### src/pqpt_map.svh
// Purpose: offsets, field positions, reset values and counts for the pc queue
//          and parity trap unit
// Assumes: 32-bit program counters, 64-bit data with one parity bit per byte
// Notes:   definitions only
`ifndef PQPT_MAP_SVH
`define PQPT_MAP_SVH

// register word offsets on the avalon slave
`define PQPT_OFF_CTRL      4'h0
`define PQPT_OFF_STATUS    4'h1
`define PQPT_OFF_QUEUE     4'h2
`define PQPT_OFF_EXIT      4'h3
`define PQPT_OFF_QWRITE    4'h4
`define PQPT_OFF_FETCH     4'h5
`define PQPT_OFF_EXEC      4'h6
`define PQPT_OFF_MEM       4'h7
`define PQPT_OFF_WB        4'h8
`define PQPT_OFF_PSW       4'h9

// control register fields
`define PQPT_CTRL_PAR_EN   0
`define PQPT_CTRL_PERMIT   1
// status register fields
`define PQPT_ST_KERNEL     0
`define PQPT_ST_XLATE      1
`define PQPT_ST_PAR_ERR    2
`define PQPT_ST_INT        3

`define PQPT_RST_CTRL      2'h0
`define PQPT_RST_PSW       32'h0000_0000
`define PQPT_PSW_PC_LSB    4
`define PQPT_BYTES         8
`define PQPT_STAGES        4
`define PQPT_RET_DELAY     2'h1

`endif

### src/pqpt_pkg.sv
// Purpose: shared types of the pc queue and parity trap unit
// Assumes: nothing beyond the map header
// Notes:   types only
package pqpt_pkg;
    // return-from-kernel sequencing
    typedef enum logic [1:0] {
        PQPT_RET_IDLE  = 2'b00,
        PQPT_RET_SLOT  = 2'b01,
        PQPT_RET_LEAVE = 2'b10
    } pqpt_ret_type;
endpackage

### src/pqpt_unit.sv
// Purpose: pc history queue, byte parity check and generate, return from
//          kernel mode, reached over an avalon-mm slave
// Assumes: pipeline advance control and instruction buffer lie outside
// Notes:   stage 0 is fetch, 3 is writeback
// Contract
// - keep one pc entry per stage: fetch, execute, memory, writeback.
// - queue read returns writeback entry and shifts the queue by one.
// - loading a new fetch pc shifts the queue by one.
// - a bubble takes the pc of the next valid instruction behind it.
// - bubbles enter at wb/mem, mem/exec, exec/fetch on miss or interlock.
// - buffer miss injects two bubbles; refill fault seen at writeback.
// - each data byte carries one odd parity bit.
// - bad load parity with checking on raises interrupt next cycle; code raises it two cycles later.
// - stores drive correct parity together with the data.
// - alu, shift and extract results get parity in memory stage.
// - every register-file write has its parity checked.
// - operands read from the register file are never checked.
// - instruction parity checked on buffer read, not on buffer fill.
// - parity error on a buffer hit forces a miss, enable ignored.
// - bad parity on refill requested word raises interrupt next cycle; code raises it two cycles later.
// - bad parity on instruction after a miss forces another miss.
// - queue writes happen in memory stage, reads in execute stage.
// - reading the exit alias returns queue value and leaves kernel mode.
// - jump and kernel exit take effect after one delay slot.
// - buffer flush on every interrupt and every return from kernel.
// - kernel pin shows privilege of the instruction in fetch.
// - interrupt enters kernel, stops translation, fetches from psw.
// - queue holds still in kernel mode.
`include "pqpt_map.svh"
`timescale 1ns/1ps
`default_nettype none
module pqpt_unit #(
    parameter int PC_W = 32
) (
    // clock and reset
    input  wire logic              clk,
    input  wire logic              arst_n,
    // avalon-mm slave
    input  wire logic [3:0]        avs_address,
    input  wire logic              avs_read,
    input  wire logic              avs_write,
    input  wire logic [31:0]       avs_writedata,
    output logic      [31:0]       avs_readdata,
    output logic                   avs_waitrequest,
    // pipeline advance
    input  wire logic              fetch_load,
    input  wire logic [PC_W-1:0]   fetch_next_pc,
    input  wire logic              bubble_exec,
    input  wire logic              bubble_mem,
    input  wire logic              bubble_wb,
    input  wire logic              ext_interrupt,
    // register-file write path
    input  wire logic              rf_write,
    input  wire logic              rf_from_unit,
    input  wire logic [63:0]       rf_data,
    input  wire logic [7:0]        rf_parity,
    // functional-unit result bus in memory stage
    input  wire logic [63:0]       result_data,
    output logic      [7:0]        result_parity,
    // store data bus
    input  wire logic              store_drive,
    input  wire logic [63:0]       store_data,
    output logic      [63:0]       bus_data_out,
    output logic      [7:0]        bus_parity_out,
    output logic                   bus_data_oe,
    // instruction buffer read
    input  wire logic              ibuf_read,
    input  wire logic              ibuf_hit,
    input  wire logic              ibuf_refill_word,
    input  wire logic              ibuf_after_miss,
    input  wire logic [31:0]       ibuf_instr,
    input  wire logic [3:0]        ibuf_parity,
    output logic                   ibuf_force_miss,
    output logic                   ibuf_flush,
    // trap and mode
    output logic                   interrupt_out,
    output logic                   kernel_mode,
    output logic                   translate_en,
    output logic      [PC_W-1:0]   redirect_pc,
    output logic                   redirect_valid
);
    logic [PC_W-1:0] pcq_q [`PQPT_STAGES];
    logic [1:0]      ctrl_q;
    logic [31:0]     psw_q;
    logic            kernel_q;
    logic            xlate_q;
    logic            par_err_q;
    logic            int_q;
    logic            par_pend_q;
    logic [PC_W-1:0] ret_pc_q;
    logic [PC_W-1:0] wr_pc_q;
    logic            wr_pend_q;
    pqpt_pkg::pqpt_ret_type ret_q;
    logic [31:0]     rdata_q;
    logic            ack_q;

    logic            take_int;
    logic            acc;
    logic            fin;
    logic            q_read;
    logic            q_exit;
    logic            q_write;
    logic            advance;
    logic            rf_bad;
    logic            refill_bad;
    logic            hit_bad;

    // odd parity: data byte plus parity bit has an odd number of ones
    function automatic logic [7:0] pqpt_odd(input logic [63:0] d);
        logic [7:0] p;
        p = 8'h00;
        for (int i = 0; i < `PQPT_BYTES; i++) begin
            p[i] = ~(^d[i*8 +: 8]);
        end
        return p;
    endfunction

    function automatic logic [3:0] pqpt_odd32(input logic [31:0] d);
        logic [3:0] p;
        p = 4'h0;
        for (int i = 0; i < 4; i++) begin
            p[i] = ~(^d[i*8 +: 8]);
        end
        return p;
    endfunction

    // one-cycle wait state: every access answers on its second cycle
    assign acc             = (avs_read | avs_write) & ~ack_q;
    assign avs_waitrequest = (avs_read | avs_write) & ~ack_q;
    assign avs_readdata    = rdata_q;
    // side effects only at the edge that completes the transfer
    assign fin             = (avs_read | avs_write) & ack_q;
    assign q_read  = fin & avs_read & (avs_address == `PQPT_OFF_QUEUE);
    assign q_exit  = fin & avs_read & (avs_address == `PQPT_OFF_EXIT);
    assign q_write = fin & avs_write & (avs_address == `PQPT_OFF_QWRITE);

    // interrupt gating; reset only sets kernel mode and clears translation
    assign take_int = ext_interrupt & ctrl_q[`PQPT_CTRL_PERMIT];
    assign advance  = (fetch_load | bubble_exec | bubble_mem | bubble_wb) &
                      ~kernel_q & ~take_int;

    assign rf_bad = rf_write & (pqpt_odd(rf_data) != rf_parity);
    assign hit_bad = ibuf_read &
                     (pqpt_odd32(ibuf_instr) != ibuf_parity);
    assign refill_bad = hit_bad & ibuf_refill_word;

    // hit with bad parity becomes a miss
    // instruction after a miss with bad parity also misses
    assign ibuf_force_miss = hit_bad & ~ibuf_refill_word &
                             (ibuf_hit | ibuf_after_miss);

    always_ff @(posedge clk or negedge arst_n) begin
        if (!arst_n) begin
            ack_q   <= 1'b0;
            rdata_q <= 32'h0000_0000;
        end else begin
            ack_q <= acc;
            if (acc && avs_read) begin
                unique case (avs_address)
                    `PQPT_OFF_CTRL:   rdata_q <= {30'h0000_0000, ctrl_q};
                    `PQPT_OFF_STATUS: rdata_q <= {28'h000_0000, int_q,
                                          par_err_q, xlate_q, kernel_q};
                    `PQPT_OFF_QUEUE,
                    `PQPT_OFF_EXIT:   rdata_q <= pcq_q[3];
                    `PQPT_OFF_FETCH:  rdata_q <= pcq_q[0];
                    `PQPT_OFF_EXEC:   rdata_q <= pcq_q[1];
                    `PQPT_OFF_MEM:    rdata_q <= pcq_q[2];
                    `PQPT_OFF_WB:     rdata_q <= pcq_q[3];
                    `PQPT_OFF_PSW:    rdata_q <= psw_q;
                    default:          rdata_q <= 32'h0000_0000;
                endcase
            end
        end
    end

    always_ff @(posedge clk or negedge arst_n) begin
        if (!arst_n) begin
            ctrl_q <= `PQPT_RST_CTRL;
            psw_q  <= `PQPT_RST_PSW;
        end else if (fin && avs_write) begin
            if (avs_address == `PQPT_OFF_CTRL) begin
                ctrl_q <= avs_writedata[1:0];
            end
            if (avs_address == `PQPT_OFF_PSW) begin
                psw_q <= avs_writedata;
            end
        end
    end

    // software write lands one cycle later, in memory stage
    always_ff @(posedge clk or negedge arst_n) begin
        if (!arst_n) begin
            wr_pend_q <= 1'b0;
            wr_pc_q   <= '0;
        end else begin
            wr_pend_q <= q_write;
            if (q_write) begin
                wr_pc_q <= avs_writedata[PC_W-1:0];
            end
        end
    end

    always_ff @(posedge clk or negedge arst_n) begin
        if (!arst_n) begin
            for (int i = 0; i < `PQPT_STAGES; i++) begin
                pcq_q[i] <= '0;
            end
        end else if (advance) begin
            // bubble copies pc of entry behind it
            pcq_q[3] <= pcq_q[2];
            if (!bubble_wb) begin
                pcq_q[2] <= pcq_q[1];
            end
            if (!bubble_wb && !bubble_mem) begin
                pcq_q[1] <= pcq_q[0];
            end
            if (!bubble_wb && !bubble_mem && !bubble_exec) begin
                pcq_q[0] <= fetch_next_pc;
            end
        end else if (q_read || q_exit) begin
            pcq_q[3] <= pcq_q[2];
            pcq_q[2] <= pcq_q[1];
            pcq_q[1] <= pcq_q[0];
        end else if (wr_pend_q) begin
            pcq_q[0] <= wr_pc_q;
            pcq_q[1] <= pcq_q[0];
            pcq_q[2] <= pcq_q[1];
            pcq_q[3] <= pcq_q[2];
        end
    end

    // two miss bubbles in memory stage keep copying execute pc
    // so a refill fault at writeback still sees the pre-miss pc
    always_ff @(posedge clk or negedge arst_n) begin
        if (!arst_n) begin
            par_pend_q <= 1'b0;
        end else begin
            // load or refill word parity error pends next cycle, interrupt one cycle after that
            par_pend_q <= ctrl_q[`PQPT_CTRL_PAR_EN] &
                          ((rf_bad & ~rf_from_unit) | refill_bad |
                           (rf_bad & rf_from_unit));
        end
    end

    // sticky error flag: a new error wins over software clear
    always_ff @(posedge clk or negedge arst_n) begin
        if (!arst_n) begin
            par_err_q <= 1'b0;
        end else if (rf_bad || refill_bad) begin
            par_err_q <= 1'b1;
        end else if (fin && avs_write &&
                     avs_address == `PQPT_OFF_STATUS &&
                     avs_writedata[`PQPT_ST_PAR_ERR]) begin
            par_err_q <= 1'b0;
        end
    end

    always_ff @(posedge clk or negedge arst_n) begin
        if (!arst_n) begin
            int_q <= 1'b0;
        end else begin
            int_q <= par_pend_q & ctrl_q[`PQPT_CTRL_PERMIT];
        end
    end
    assign interrupt_out = int_q;

    // return sequencing over one delay slot
    always_ff @(posedge clk or negedge arst_n) begin
        if (!arst_n) begin
            ret_q    <= pqpt_pkg::PQPT_RET_IDLE;
            ret_pc_q <= '0;
        end else begin
            unique case (ret_q)
                pqpt_pkg::PQPT_RET_IDLE: begin
                    if (q_exit && kernel_q) begin
                        ret_q    <= pqpt_pkg::PQPT_RET_SLOT;
                        ret_pc_q <= pcq_q[3];
                    end
                end
                pqpt_pkg::PQPT_RET_SLOT: begin
                    if (fetch_load) begin
                        ret_q <= pqpt_pkg::PQPT_RET_LEAVE;
                    end
                end
                pqpt_pkg::PQPT_RET_LEAVE: ret_q <= pqpt_pkg::PQPT_RET_IDLE;
                default: ret_q <= pqpt_pkg::PQPT_RET_IDLE;
            endcase
        end
    end

    // interrupt enters kernel and disables translation
    always_ff @(posedge clk or negedge arst_n) begin
        if (!arst_n) begin
            kernel_q <= 1'b1;
            xlate_q  <= 1'b0;
        end else if (take_int) begin
            kernel_q <= 1'b1;
            xlate_q  <= 1'b0;
        end else if (ret_q == pqpt_pkg::PQPT_RET_LEAVE) begin
            kernel_q <= 1'b0;
            xlate_q  <= 1'b1;
        end
    end
    assign kernel_mode  = kernel_q;
    assign translate_en = xlate_q;

    always_ff @(posedge clk or negedge arst_n) begin
        if (!arst_n) begin
            redirect_pc    <= '0;
            redirect_valid <= 1'b0;
            ibuf_flush     <= 1'b0;
        end else begin
            redirect_valid <= take_int | (ret_q == pqpt_pkg::PQPT_RET_LEAVE);
            ibuf_flush     <= take_int | (ret_q == pqpt_pkg::PQPT_RET_LEAVE);
            if (take_int) begin
                redirect_pc <= {psw_q[31:`PQPT_PSW_PC_LSB], 4'h0};
            end else if (ret_q == pqpt_pkg::PQPT_RET_LEAVE) begin
                redirect_pc <= ret_pc_q;
            end
        end
    end

    // result parity generated in memory stage
    always_ff @(posedge clk or negedge arst_n) begin
        if (!arst_n) begin
            result_parity <= 8'h00;
        end else begin
            result_parity <= pqpt_odd(result_data);
        end
    end

    // no check on the store operand path
    always_ff @(posedge clk or negedge arst_n) begin
        if (!arst_n) begin
            bus_data_out   <= 64'h0000_0000_0000_0000;
            bus_parity_out <= 8'h00;
            bus_data_oe    <= 1'b0;
        end else begin
            bus_data_oe <= store_drive;
            if (store_drive) begin
                bus_data_out   <= store_data;
                bus_parity_out <= pqpt_odd(store_data);
            end
        end
    end
endmodule
`default_nettype wire

### config.mk
export PLATFORM = sky130hd
export DESIGN_NAME = pqpt_unit
export DESIGN_NICKNAME = d
export VERILOG_FILES = /design/src/pqpt_pkg.sv /design/src/pqpt_unit.sv
export VERILOG_INCLUDE_DIRS = /design/src
export SDC_FILE = /design/constraint.sdc
export NUM_CORES = 1
export LEC_CHECK = 0
export ABC_AREA = 0
export BUFFER_PORTS_ARGS = -buffer_cell sky130_fd_sc_hd__buf_2
export CAP_MARGIN = 30
export CORE_ASPECT_RATIO = 0.75
export CORE_MARGIN = 2
export CORE_UTILIZATION = 40
export CTS_BUF_LIST = sky130_fd_sc_hd__clkbuf_8
export CTS_CLUSTER_DIAMETER = 100
export DETAILED_ROUTE_END_ITERATION = 16
export MAX_ROUTING_LAYER = met4
export PLACE_DENSITY = 0.64
export SETUP_SLACK_MARGIN = 0.5
export SYNTH_ARGS = -nofsm -noshare
export SYNTH_HDL_FRONTEND = slang
export SYNTH_SLANG_ARGS = --single-unit
### constraint.sdc
create_clock -name clk -period 2.3 [get_ports clk]
set_input_delay 0.46 -clock clk [delete_from_list [all_inputs] [get_ports clk]]
set_output_delay 0.46 -clock clk [all_outputs]
set_load 0.05 [all_outputs]
# Word level (Yosys, flattened, before mapping)
# Index checks and enable logic that the tools add are counted.
classes:
  muxes: 19
  n_eq_ne: 19
  n_reduce_logical: 54
  n_bitwise: 60
ops:
  columns: ["op", "count"]
  rows:
  - ["$mux 128", 2]
  - ["$pmux 32 s7", 1]
  - ["$reduce_xor 8->1", 28]
  - ["$mux 32", 6]
  - ["$mux 96", 1]
  - ["$not 1->1", 33]
  - ["$and 1x1->1", 19]
  - ["$eq 4x3->1 const B", 4]
  - ["$reduce_and 2->1", 6]
  - ["$eq 4x2->1 const B", 2]
  - ["$eq 4x4->1 const B", 2]
  - ["$ne 2x2->1 const B", 4]
  - ["$ne 8x8->1", 1]
  - ["$or 1x1->1", 8]
  - ["$logic_and 1x1->1", 7]
  - ["$mux 1", 6]
  - ["$reduce_bool 2->1", 3]
  - ["$eq 4x1->1 const B", 1]
  - ["$logic_not 4->1", 1]
  - ["$mux 2", 2]
  - ["$ne 2x1->1 const B", 2]
  - ["$ne 4x4->1", 1]
  - ["$pmux 2 s2", 1]
  - ["$logic_not 1->1", 3]
  - ["7 further kinds", 8]
word_totals:
  out_inout_bits: 152
  inputBits: 320
  word_cells: 175
  regBits: 381

# Longest topological paths before layout
# Gate-level depths: netlist of run 1.
logic_depth:
  depth_word: 8
  ltp_mapped: 9

# Worst setup path after synthesis of run 1
# Ideal clock, no wire load.
synth_timing:
  kind: "input -> output"
  from: "input port ibuf_instr[10]"
  to: "output port ibuf_force_miss"
  path_slack_ns: -0.491
  required_time_ns: 1.840
  stages: 6
  arrival_time_ns: 2.331
  path_cell_list: "xnor2_1 > xnor3_1 > xnor2_1 > nand4_1 > nand2_1 > nor3_1"
synth_via:
  elab_chain_len: 6
synth_rtl:
  columns: ["element", "line_no", "rtl"]
  rows:
  - ["start: declaration", "pqpt_unit.sv:71", "input wire logic [31:0] ibuf_instr,"]
  - ["$reduce_xor 8->1", "pqpt_unit.sv:122", "p[i] = ~(^d[i*8 +: 8]);"]
  - ["$not 1->1", "pqpt_unit.sv:122", null]
  - ["$ne 4x4->1", "pqpt_unit.sv:144", "(pqpt_odd32(ibuf_instr) != ibuf_parity);"]
  - ["$and 1x1->1", "pqpt_unit.sv:143", "assign hit_bad = ibuf_read &"]
  - ["$and 1x1->1 (2 in a row)", "pqpt_unit.sv:149", "assign ibuf_force_miss = hit_bad & ~ibuf_refill_word &"]
  - ["end: declaration", "pqpt_unit.sv:73", "output logic ibuf_force_miss,"]
# Every way passes these cells.

# Worst setup path in the final report of run 1
layout_timing:
  from: "input port ibuf_instr[20]"
  to: "output port ibuf_force_miss"
# The elaborated chain is that of the path after synthesis.

==> flow_metrics.py, run 1 <==
metrics = {
    "route": {
        "via_count": 13330,
        "drc": 0,
        "dr.pass1.iters": 6,
        "antenna_left": 0,
        "routed_wl_microns": 55800,
        "post_drt_wl_per_cell_microns": 21.93,
        "drt_iter0_markers": 983,
        "vias_per_cell": 5.239,
    },
    "cells_and_area": {
        "nFillCells": 3530,
        "fin_area_sq_um": 23680,
        "fin_nets": 2242,
        "layout.cells.non_filler": 2545,
        "final_cell_mix": "buf_2 (433), dfrtp_1 (377), mux2_2 (179), xnor2_1 (173), nand2_1 (129)",
        "drive_above_1_share_pct": 51.62,
        "area_growth_pct": 36.80,
        "final_common_cell": "buf_2",
        "fin_util_pct": 55.87,
    },
    "global_route": {
        "antenna_found_initial": 9,
        "grt_pass1_vias": 13560,
        "grt_pass1_wl_microns": 80820,
        "grt_start_max_net_pins": 62,
        "grt_overflow": 0,
        "track_usage_pct": 24.30,
    },
    "worst_setup_path": {
        "path_cells": "buf_2 > xnor2_2 > xnor3_1 > xnor2_1 > nand4_1 > nand2_2 > nor3_4 > buf_6",
        "crit_type": "in2out",
        "start_kind": "input port",
        "crit_required_ps": 1840,
        "critPathMaxFanout": 2,
        "worstPathArrival_ps": 1830,
        "crit_path_end_kind": "output port",
        "cp_slowest_stage_delay_ps": 430,
        "cp_slowest_cell": "xnor3_1",
    },
    "timing": {
        "hold_viol": 0,
        "relSlewSlack_pct": 34.78,
        "finClkSkew_ps": 43.76,
        "grt_setup_unrepaired": "true",
        "period_needed_ps": 2292,
        "period_share_pct": 99.63,
        "tightestPinTransition_ps": 975.9,
        "layout_setup_ws_ps": 8.457,
        "slew_viol_final": 0,
        "setup_viol": 0,
        "max_freq_mhz": 436.4,
    },
    "synth": {
        "yosys_warnings": 0,
        "syn_area_sq_um": 17310,
        "synth_fp_nets": 1691,
        "synth_cells": 1371,
        "synth-seq-cells": 381,
        "synth.distinct_cells": 40,
        "synth-seq-area-share_pct": 55.10,
        "syn-mean-instance-area_sq_um": 12.62,
    },
    "placement": {
        "place_area_sq_um": 20890,
        "dp_hpwl_microns": 37860,
        "port_buffers": 470,
        "placed_cells": 2391,
        "place_ws_ps": -87.97,
        "gp_congestion": 0.8994,
    },
    "die": {
        "io-pin-count": 472,
        "die_h_microns": 184.1,
        "start_util_pct": 40.84,
        "row_count": 65,
        "dieArea_sq_um": 44960,
        "core_sq_um": 42370,
        "die_x_microns": 244.2,
    },
    "power": {
        "power.share.clock_pct": 22.1,
        "combPwrFrac_pct": 37.4,
        "p_sw_mw": 9.883,
        "p_int_mw": 16.79,
        "leakage_nw": 11.23,
        "p_per_area_nw_per_um2": 1126,
        "sw_frac_of_total_pct": 37.06,
        "seqPwrFrac_pct": 40.5,
        "ir_drop_mv": 0.8729,
    },
    "clock_tree": {
        "cts_buffers": 60,
        "cts_tree": "done",
        "clk_pin_slew_ps": 60,
        "clock-sinks": 381,
        "root_buffer": "clkbuf_8",
        "insertion_delay_ps": 640,
        "htreeDepth": 2,
        "cts_buffer_depth": 3,
    },
    "outcome": {
        "status": "finished, final reports clean",
    },
    "worst_hold_path": {
        "min_path_type": "in2reg",
    },
    "run": {
        "maxCapViolations": 0,
    },
}
[Yosys cell counts (all sizes together)]
| cell | n | share of area [%] |
|---|---|---|
| nor2b | 5 | 0.18 |
| nand2 | 132 | 2.9 |
| a22oi | 3 | 0.13 |
| buf | 28 | 0.90 |
| clkbuf | 51 | 1.1 |
| a22o | 32 | 1.6 |
| a21o | 1 | 0.043 |
| a222oi | 32 | 1.9 |
| o22a | 1 | 0.051 |
| nand4 | 4 | 0.14 |
| inv | 2 | 0.043 |
| nor4 | 2 | 0.11 |
| or3 | 1 | 0.036 |
| and2 | 3 | 0.11 |
| a21oi | 39 | 1.1 |
| o21a | 2 | 0.087 |
| o41ai | 1 | 0.051 |
| dfrtp | 380 | 55 |
| xor2 | 12 | 0.61 |
| xnor2 | 176 | 8.9 |
| nor2 | 76 | 1.7 |
| nand3 | 30 | 0.87 |
| o21ai | 5 | 0.14 |
| a31oi | 28 | 1.0 |
| mux2i | 37 | 2.1 |
| and4b | 1 | 0.058 |
| nor3b | 1 | 0.043 |
| nor3 | 2 | 0.12 |
| nand2b | 5 | 0.18 |
| a21boi | 1 | 0.043 |
| xnor3 | 10 | 1.3 |
| dfstp | 1 | 0.15 |
| mux2 | 266 | 17 |
| o31ai | 1 | 0.043 |
[worst max-delay path, delay by kind of cell]
kind / cells / cell delay [ps]
xor gates and xnor gates: 3 / 730
buffers and inverters: 2 / 310
and+or+nand+nor: 3 / 320
[per-layer routing]
layer  wire length, microns  vias up  track usage [%]
li1                       -     5957                -
met1                  23040     6707            30.50
met2                  27590      569            39.75
met3                   3942      101            5.169
met4                   1231        0            7.244
met5                      0        -                -
[power by group through the flow]
stage | logic [mW] | clock network [mW] | registers, mW
2_1_floorplan | 3.72 | 0 | 12.2
3_3_place_gp | 7.79 | 0 | 10.5
3_5_place_dp | 7.96 | 0 | 10.6
4_1_cts | 9.07 | 6.03 | 10.6
5_1_grt | 10.5 | 6.35 | 11.0
6_report | 9.98 | 5.88 | 10.8
[final cells by class]
cell class	count	area, sq um	share of cell area (%)
diodes	6	15.01	0.06342
inverters	2	7.507	0.03171
clock inverters	34	188.9	0.7980
multi-input cells	909	8244	34.82
flip-flops and latches	381	9539	40.29
well taps	569	711.9	3.007
repair buffers	568	3923	16.57
clock buffers	76	1046	4.418
[stage by stage]
step / setup TNS, ps / power (mW) / hold WS (ps)
finish: 0 / 26.67 / 61.70
global route: -40.90 / 27.92 / 39.30
CTS: 0 / 25.66 / 21.51
detailed placement: -94.53 / 18.56 / 448.1
global placement: -1146 / 18.29 / 441.6
floorplan: 0 / 15.92 / 164.4
[path summary, 6_finish.rpt]
path	start	endpoint	slack, ps	cells past startpoint
max in group asynchronous	arst_n	pcq_q[65]$_DFFE_PN0P_	1090	3
worst min-delay path	avs_writedata[9]	psw_q[9]$_DFFE_PN0P_	60	2
min in group asynchronous	arst_n	result_parity[2]$_DFF_PN0_	380	2
worst min register to register	par_pend_q$_DFF_PN0_	interrupt_out$_DFF_PN0_	450	1
worst max-delay path	ibuf_instr[20]	ibuf_force_miss	8	8
worst max register to register	kernel_mode$_DFFE_PN1P_	pcq_q[65]$_DFFE_PN0P_	280	9
[state kept, by name, summed over array words and instances, names as in the netlist, 8 cells and up]
signal and count:
avs_readdata 32, bus_data_out 64, bus_parity_out 8, pcq_q 128
psw_q 32, result_parity 8, redirect_pc 32, wr_pc_q 32
ret_pc_q 32
[cell families (layout without fill, tap and decap cells)]
| family | after synthesis | after routing | share of synthesized area, % |
|---|---|---|---|
| AOI/OAI and AO/OA | 146 | 146 | 6.203 |
| buffers and inverters | 81 | 680 | 2.046 |
| DFF | 381 | 381 | 55.10 |
| xor gates and xnor gates | 198 | 198 | 10.82 |
| muxes | 303 | 303 | 19.45 |
| and+or+nand+nor | 262 | 262 | 6.391 |
| other | 0 | 6 | 0 |
[what timing repair did]
action / CTS / global route
pin swaps: 6 / 23
buffers inserted: 13 / 10
setup endpoints to repair: 99 / 172
resized for setup: 127 / 140
cloned: 6 / 8
hold buffers: 1 / 0
hold endpoints to repair: 43 / 0
(Power assumes the default switching activity.)
==> run 2, diff against run 1 <==
--- a/config.mk
+++ b/config.mk
@@ -16,7 +16,7 @@
 export CTS_CLUSTER_DIAMETER = 100
 export DETAILED_ROUTE_END_ITERATION = 16
 export MAX_ROUTING_LAYER = met4
-export PLACE_DENSITY = 0.64
+export PLACE_DENSITY = 0.66
 export SETUP_SLACK_MARGIN = 0.5
 export SYNTH_ARGS = -nofsm -noshare
 export SYNTH_HDL_FRONTEND = slang
==> constraint.sdc (replaced) <==
create_clock -name clk -period 1.84 [get_ports clk]
set_input_delay 0.368 -clock clk [delete_from_list [all_inputs] [get_ports clk]]
set_output_delay 0.368 -clock clk [all_outputs]
set_load 0.05 [all_outputs]
==> flow_metrics.py, run 2 (synthesis results as in run 1) <==
metrics = {
    "die": {
        "io-pin-count": 472,
        "row_count": 65,
        "dieArea_sq_um": 44960,
        "core_sq_um": 42370,
        "start_util_pct": 40.84,
        "die_h_microns": 184.1,
        "die_x_microns": 244.2,
    },
    "worst_hold_path": {
        "holdPathEnd": "psw_q[11]$_DFFE_PN0P_",
        "min_from": "avs_writedata[11]",
        "min_path_cells": 2,
        "min_path_type": "in2reg",
    },
    "clock_tree": {
        "clk_pin_slew_ps": 70,
        "cts_buffers": 60,
        "htreeDepth": 2,
        "cts_tree": "done",
        "root_buffer": "clkbuf_8",
        "clock-sinks": 381,
        "cts_buffer_depth": 3,
        "insertion_delay_ps": 660,
    },
    "global_route": {
        "antenna_found_initial": 5,
        "grt_overflow": 0,
        "grt_pass1_vias": 15470,
        "grt_pass1_wl_microns": 91290,
        "track_usage_pct": 27.59,
        "grt_start_max_net_pins": 74,
    },
    "worst_setup_path": {
        "r2r-start": "ctrl_q[1]$_DFFE_PN0P_",
        "crit_type": "in2out",
        "r2r-end": "pcq_q[49]$_DFFE_PN0P_",
        "reg2reg_depth": 9,
        "worstPathArrival_ps": 1730,
        "start_kind": "input port",
        "reg2reg_slack_ps": -150,
        "critPathMaxFanout": 2,
        "crit_required_ps": 1470,
        "crit_path_end_kind": "output port",
    },
    "cells_and_area": {
        "reg_top3": "pcq_q x128, bus_data_out x64",
        "nFillCells": 2991,
        "regArea_sq_um": 9540,
        "multi_input_area_sq_um": 8796,
        "top_register": "pcq_q",
        "fin_nets": 2482,
        "largest_reg_flops": 128,
        "drive_above_1_share_pct": 53.33,
        "final_cell_mix": "dfrtp_1 (376), buf_2 (311), buf_6 (191), mux2_4 (180), xnor2_1 (157)",
        "final_common_cell": "dfrtp_1",
        "area_growth_pct": 60.51,
    },
    "route": {
        "dr.pass1.iters": 8,
        "drt_iter0_markers": 1085,
        "drc": 0,
        "antenna_left": 0,
        "via_count": 14720,
        "vias_per_cell": 5.289,
        "routed_wl_microns": 63750,
        "post_drt_wl_per_cell_microns": 22.91,
    },
    "placement": {
        "place_ws_ps": -524.4,
        "port_buffers": 470,
        "dp_hpwl_microns": 37260,
        "gp_congestion": 0.9364,
    },
    "timing": {
        "layout_setup_ws_ps": -260.0,
        "hold_viol": 0,
        "grt_setup_unrepaired": "true",
        "max_freq_mhz": 476.2,
        "tns_ps": -6564,
        "relSlewSlack_pct": 55.71,
        "setup_viol": 82,
        "period_needed_ps": 2100,
        "period_share_pct": 114.1,
        "tightestPinTransition_ps": 664.4,
        "finClkSkew_ps": 45.57,
        "slew_viol_final": 0,
    },
    "outcome": {
        "status": "finished, violations left",
        "violations": "setup timing",
    },
    "power": {
        "leakage_nw": 13.17,
        "p_per_area_nw_per_um2": 1324,
        "ir_drop_mv": 1.201,
    },
    "run": {
        "maxCapViolations": 0,
    },
}
run 2: timing repair:
| action | in CTS | in global routing |
|---|---|---|
| hold buffers | 97 | 0 |
| gates cloned | 25 | 7 |
| hold endpoints to repair | 192 | 0 |
| setup buffers | 75 | 52 |
| gates resized for setup | 513 | 143 |
| endpoints found under the setup margin | 414 | 441 |
| pin swaps | 12 | 64 |
run 2: how the worst max path moves through the flow:
stage | start | to | cells after the start
final | ibuf_instr[31] | ibuf_force_miss | 8
after global placement | ext_interrupt | pcq_q[95]$_DFFE_PN0P_ | 7
after floorplan | bubble_exec | pcq_q[33]$_DFFE_PN0P_ | 7
after global routing | ibuf_instr[31] | ibuf_force_miss | 8
after detailed placement | bubble_exec | pcq_q[32]$_DFFE_PN0P_ | 8
after CTS | ibuf_instr[31] | ibuf_force_miss | 8
run 2: critical path: stages:
cell and delay [ps]:
buf_6 90, xnor2_2 140, xnor3_2 490, xnor2_2 150
nand4_1 110, nand2_2 80, nor3_4 120, buf_6 180
run 2: layout make-up:
type	count	area share [%]
inverter	2	0.02702
clock buffer	77	3.815
antenna	4	0.03603
timing repair buffer	806	26.77
multi-input combinational	911	31.66
sequential	381	34.34
tap	569	2.563
clock inverter	32	0.7837
run 2: layer usage:
layer / global-route usage [%] / vias to the layer above / routed length [microns]
met5: - / - / 0
met4: 11.24 / 0 / 2584
met3: 6.669 / 186 / 4911
met2: 44.25 / 694 / 30710
met1: 33.66 / 7426 / 25550
li1: - / 6409 / -
run 2: power breakdown:
group	switching (mW)	leakage, nW	internal, mW	total, mW
sequential	2.62	4.66	11.2	13.8
combinational	7.09	7.78	8.11	15.2
clock	3.63	0.732	4.16	7.79
run 2: metrics by stage:
step | instance area, sq um | util [%] | std cells | power (mW) | hold WS, ps
after floorplan | 17910 | - | 1371 | 20.12 | 72.41
after global placement | 21330 | 50.34 | 2412 | 23.09 | 316.9
after detailed placement | 21350 | 50.39 | 2413 | 23.49 | 313.7
after CTS | 26680 | 62.96 | 2719 | 35.41 | 0.02170
after global routing | 27780 | 65.56 | 2782 | 38.21 | 4.768
final | 27780 | 65.56 | 2782 | 36.78 | 19.18
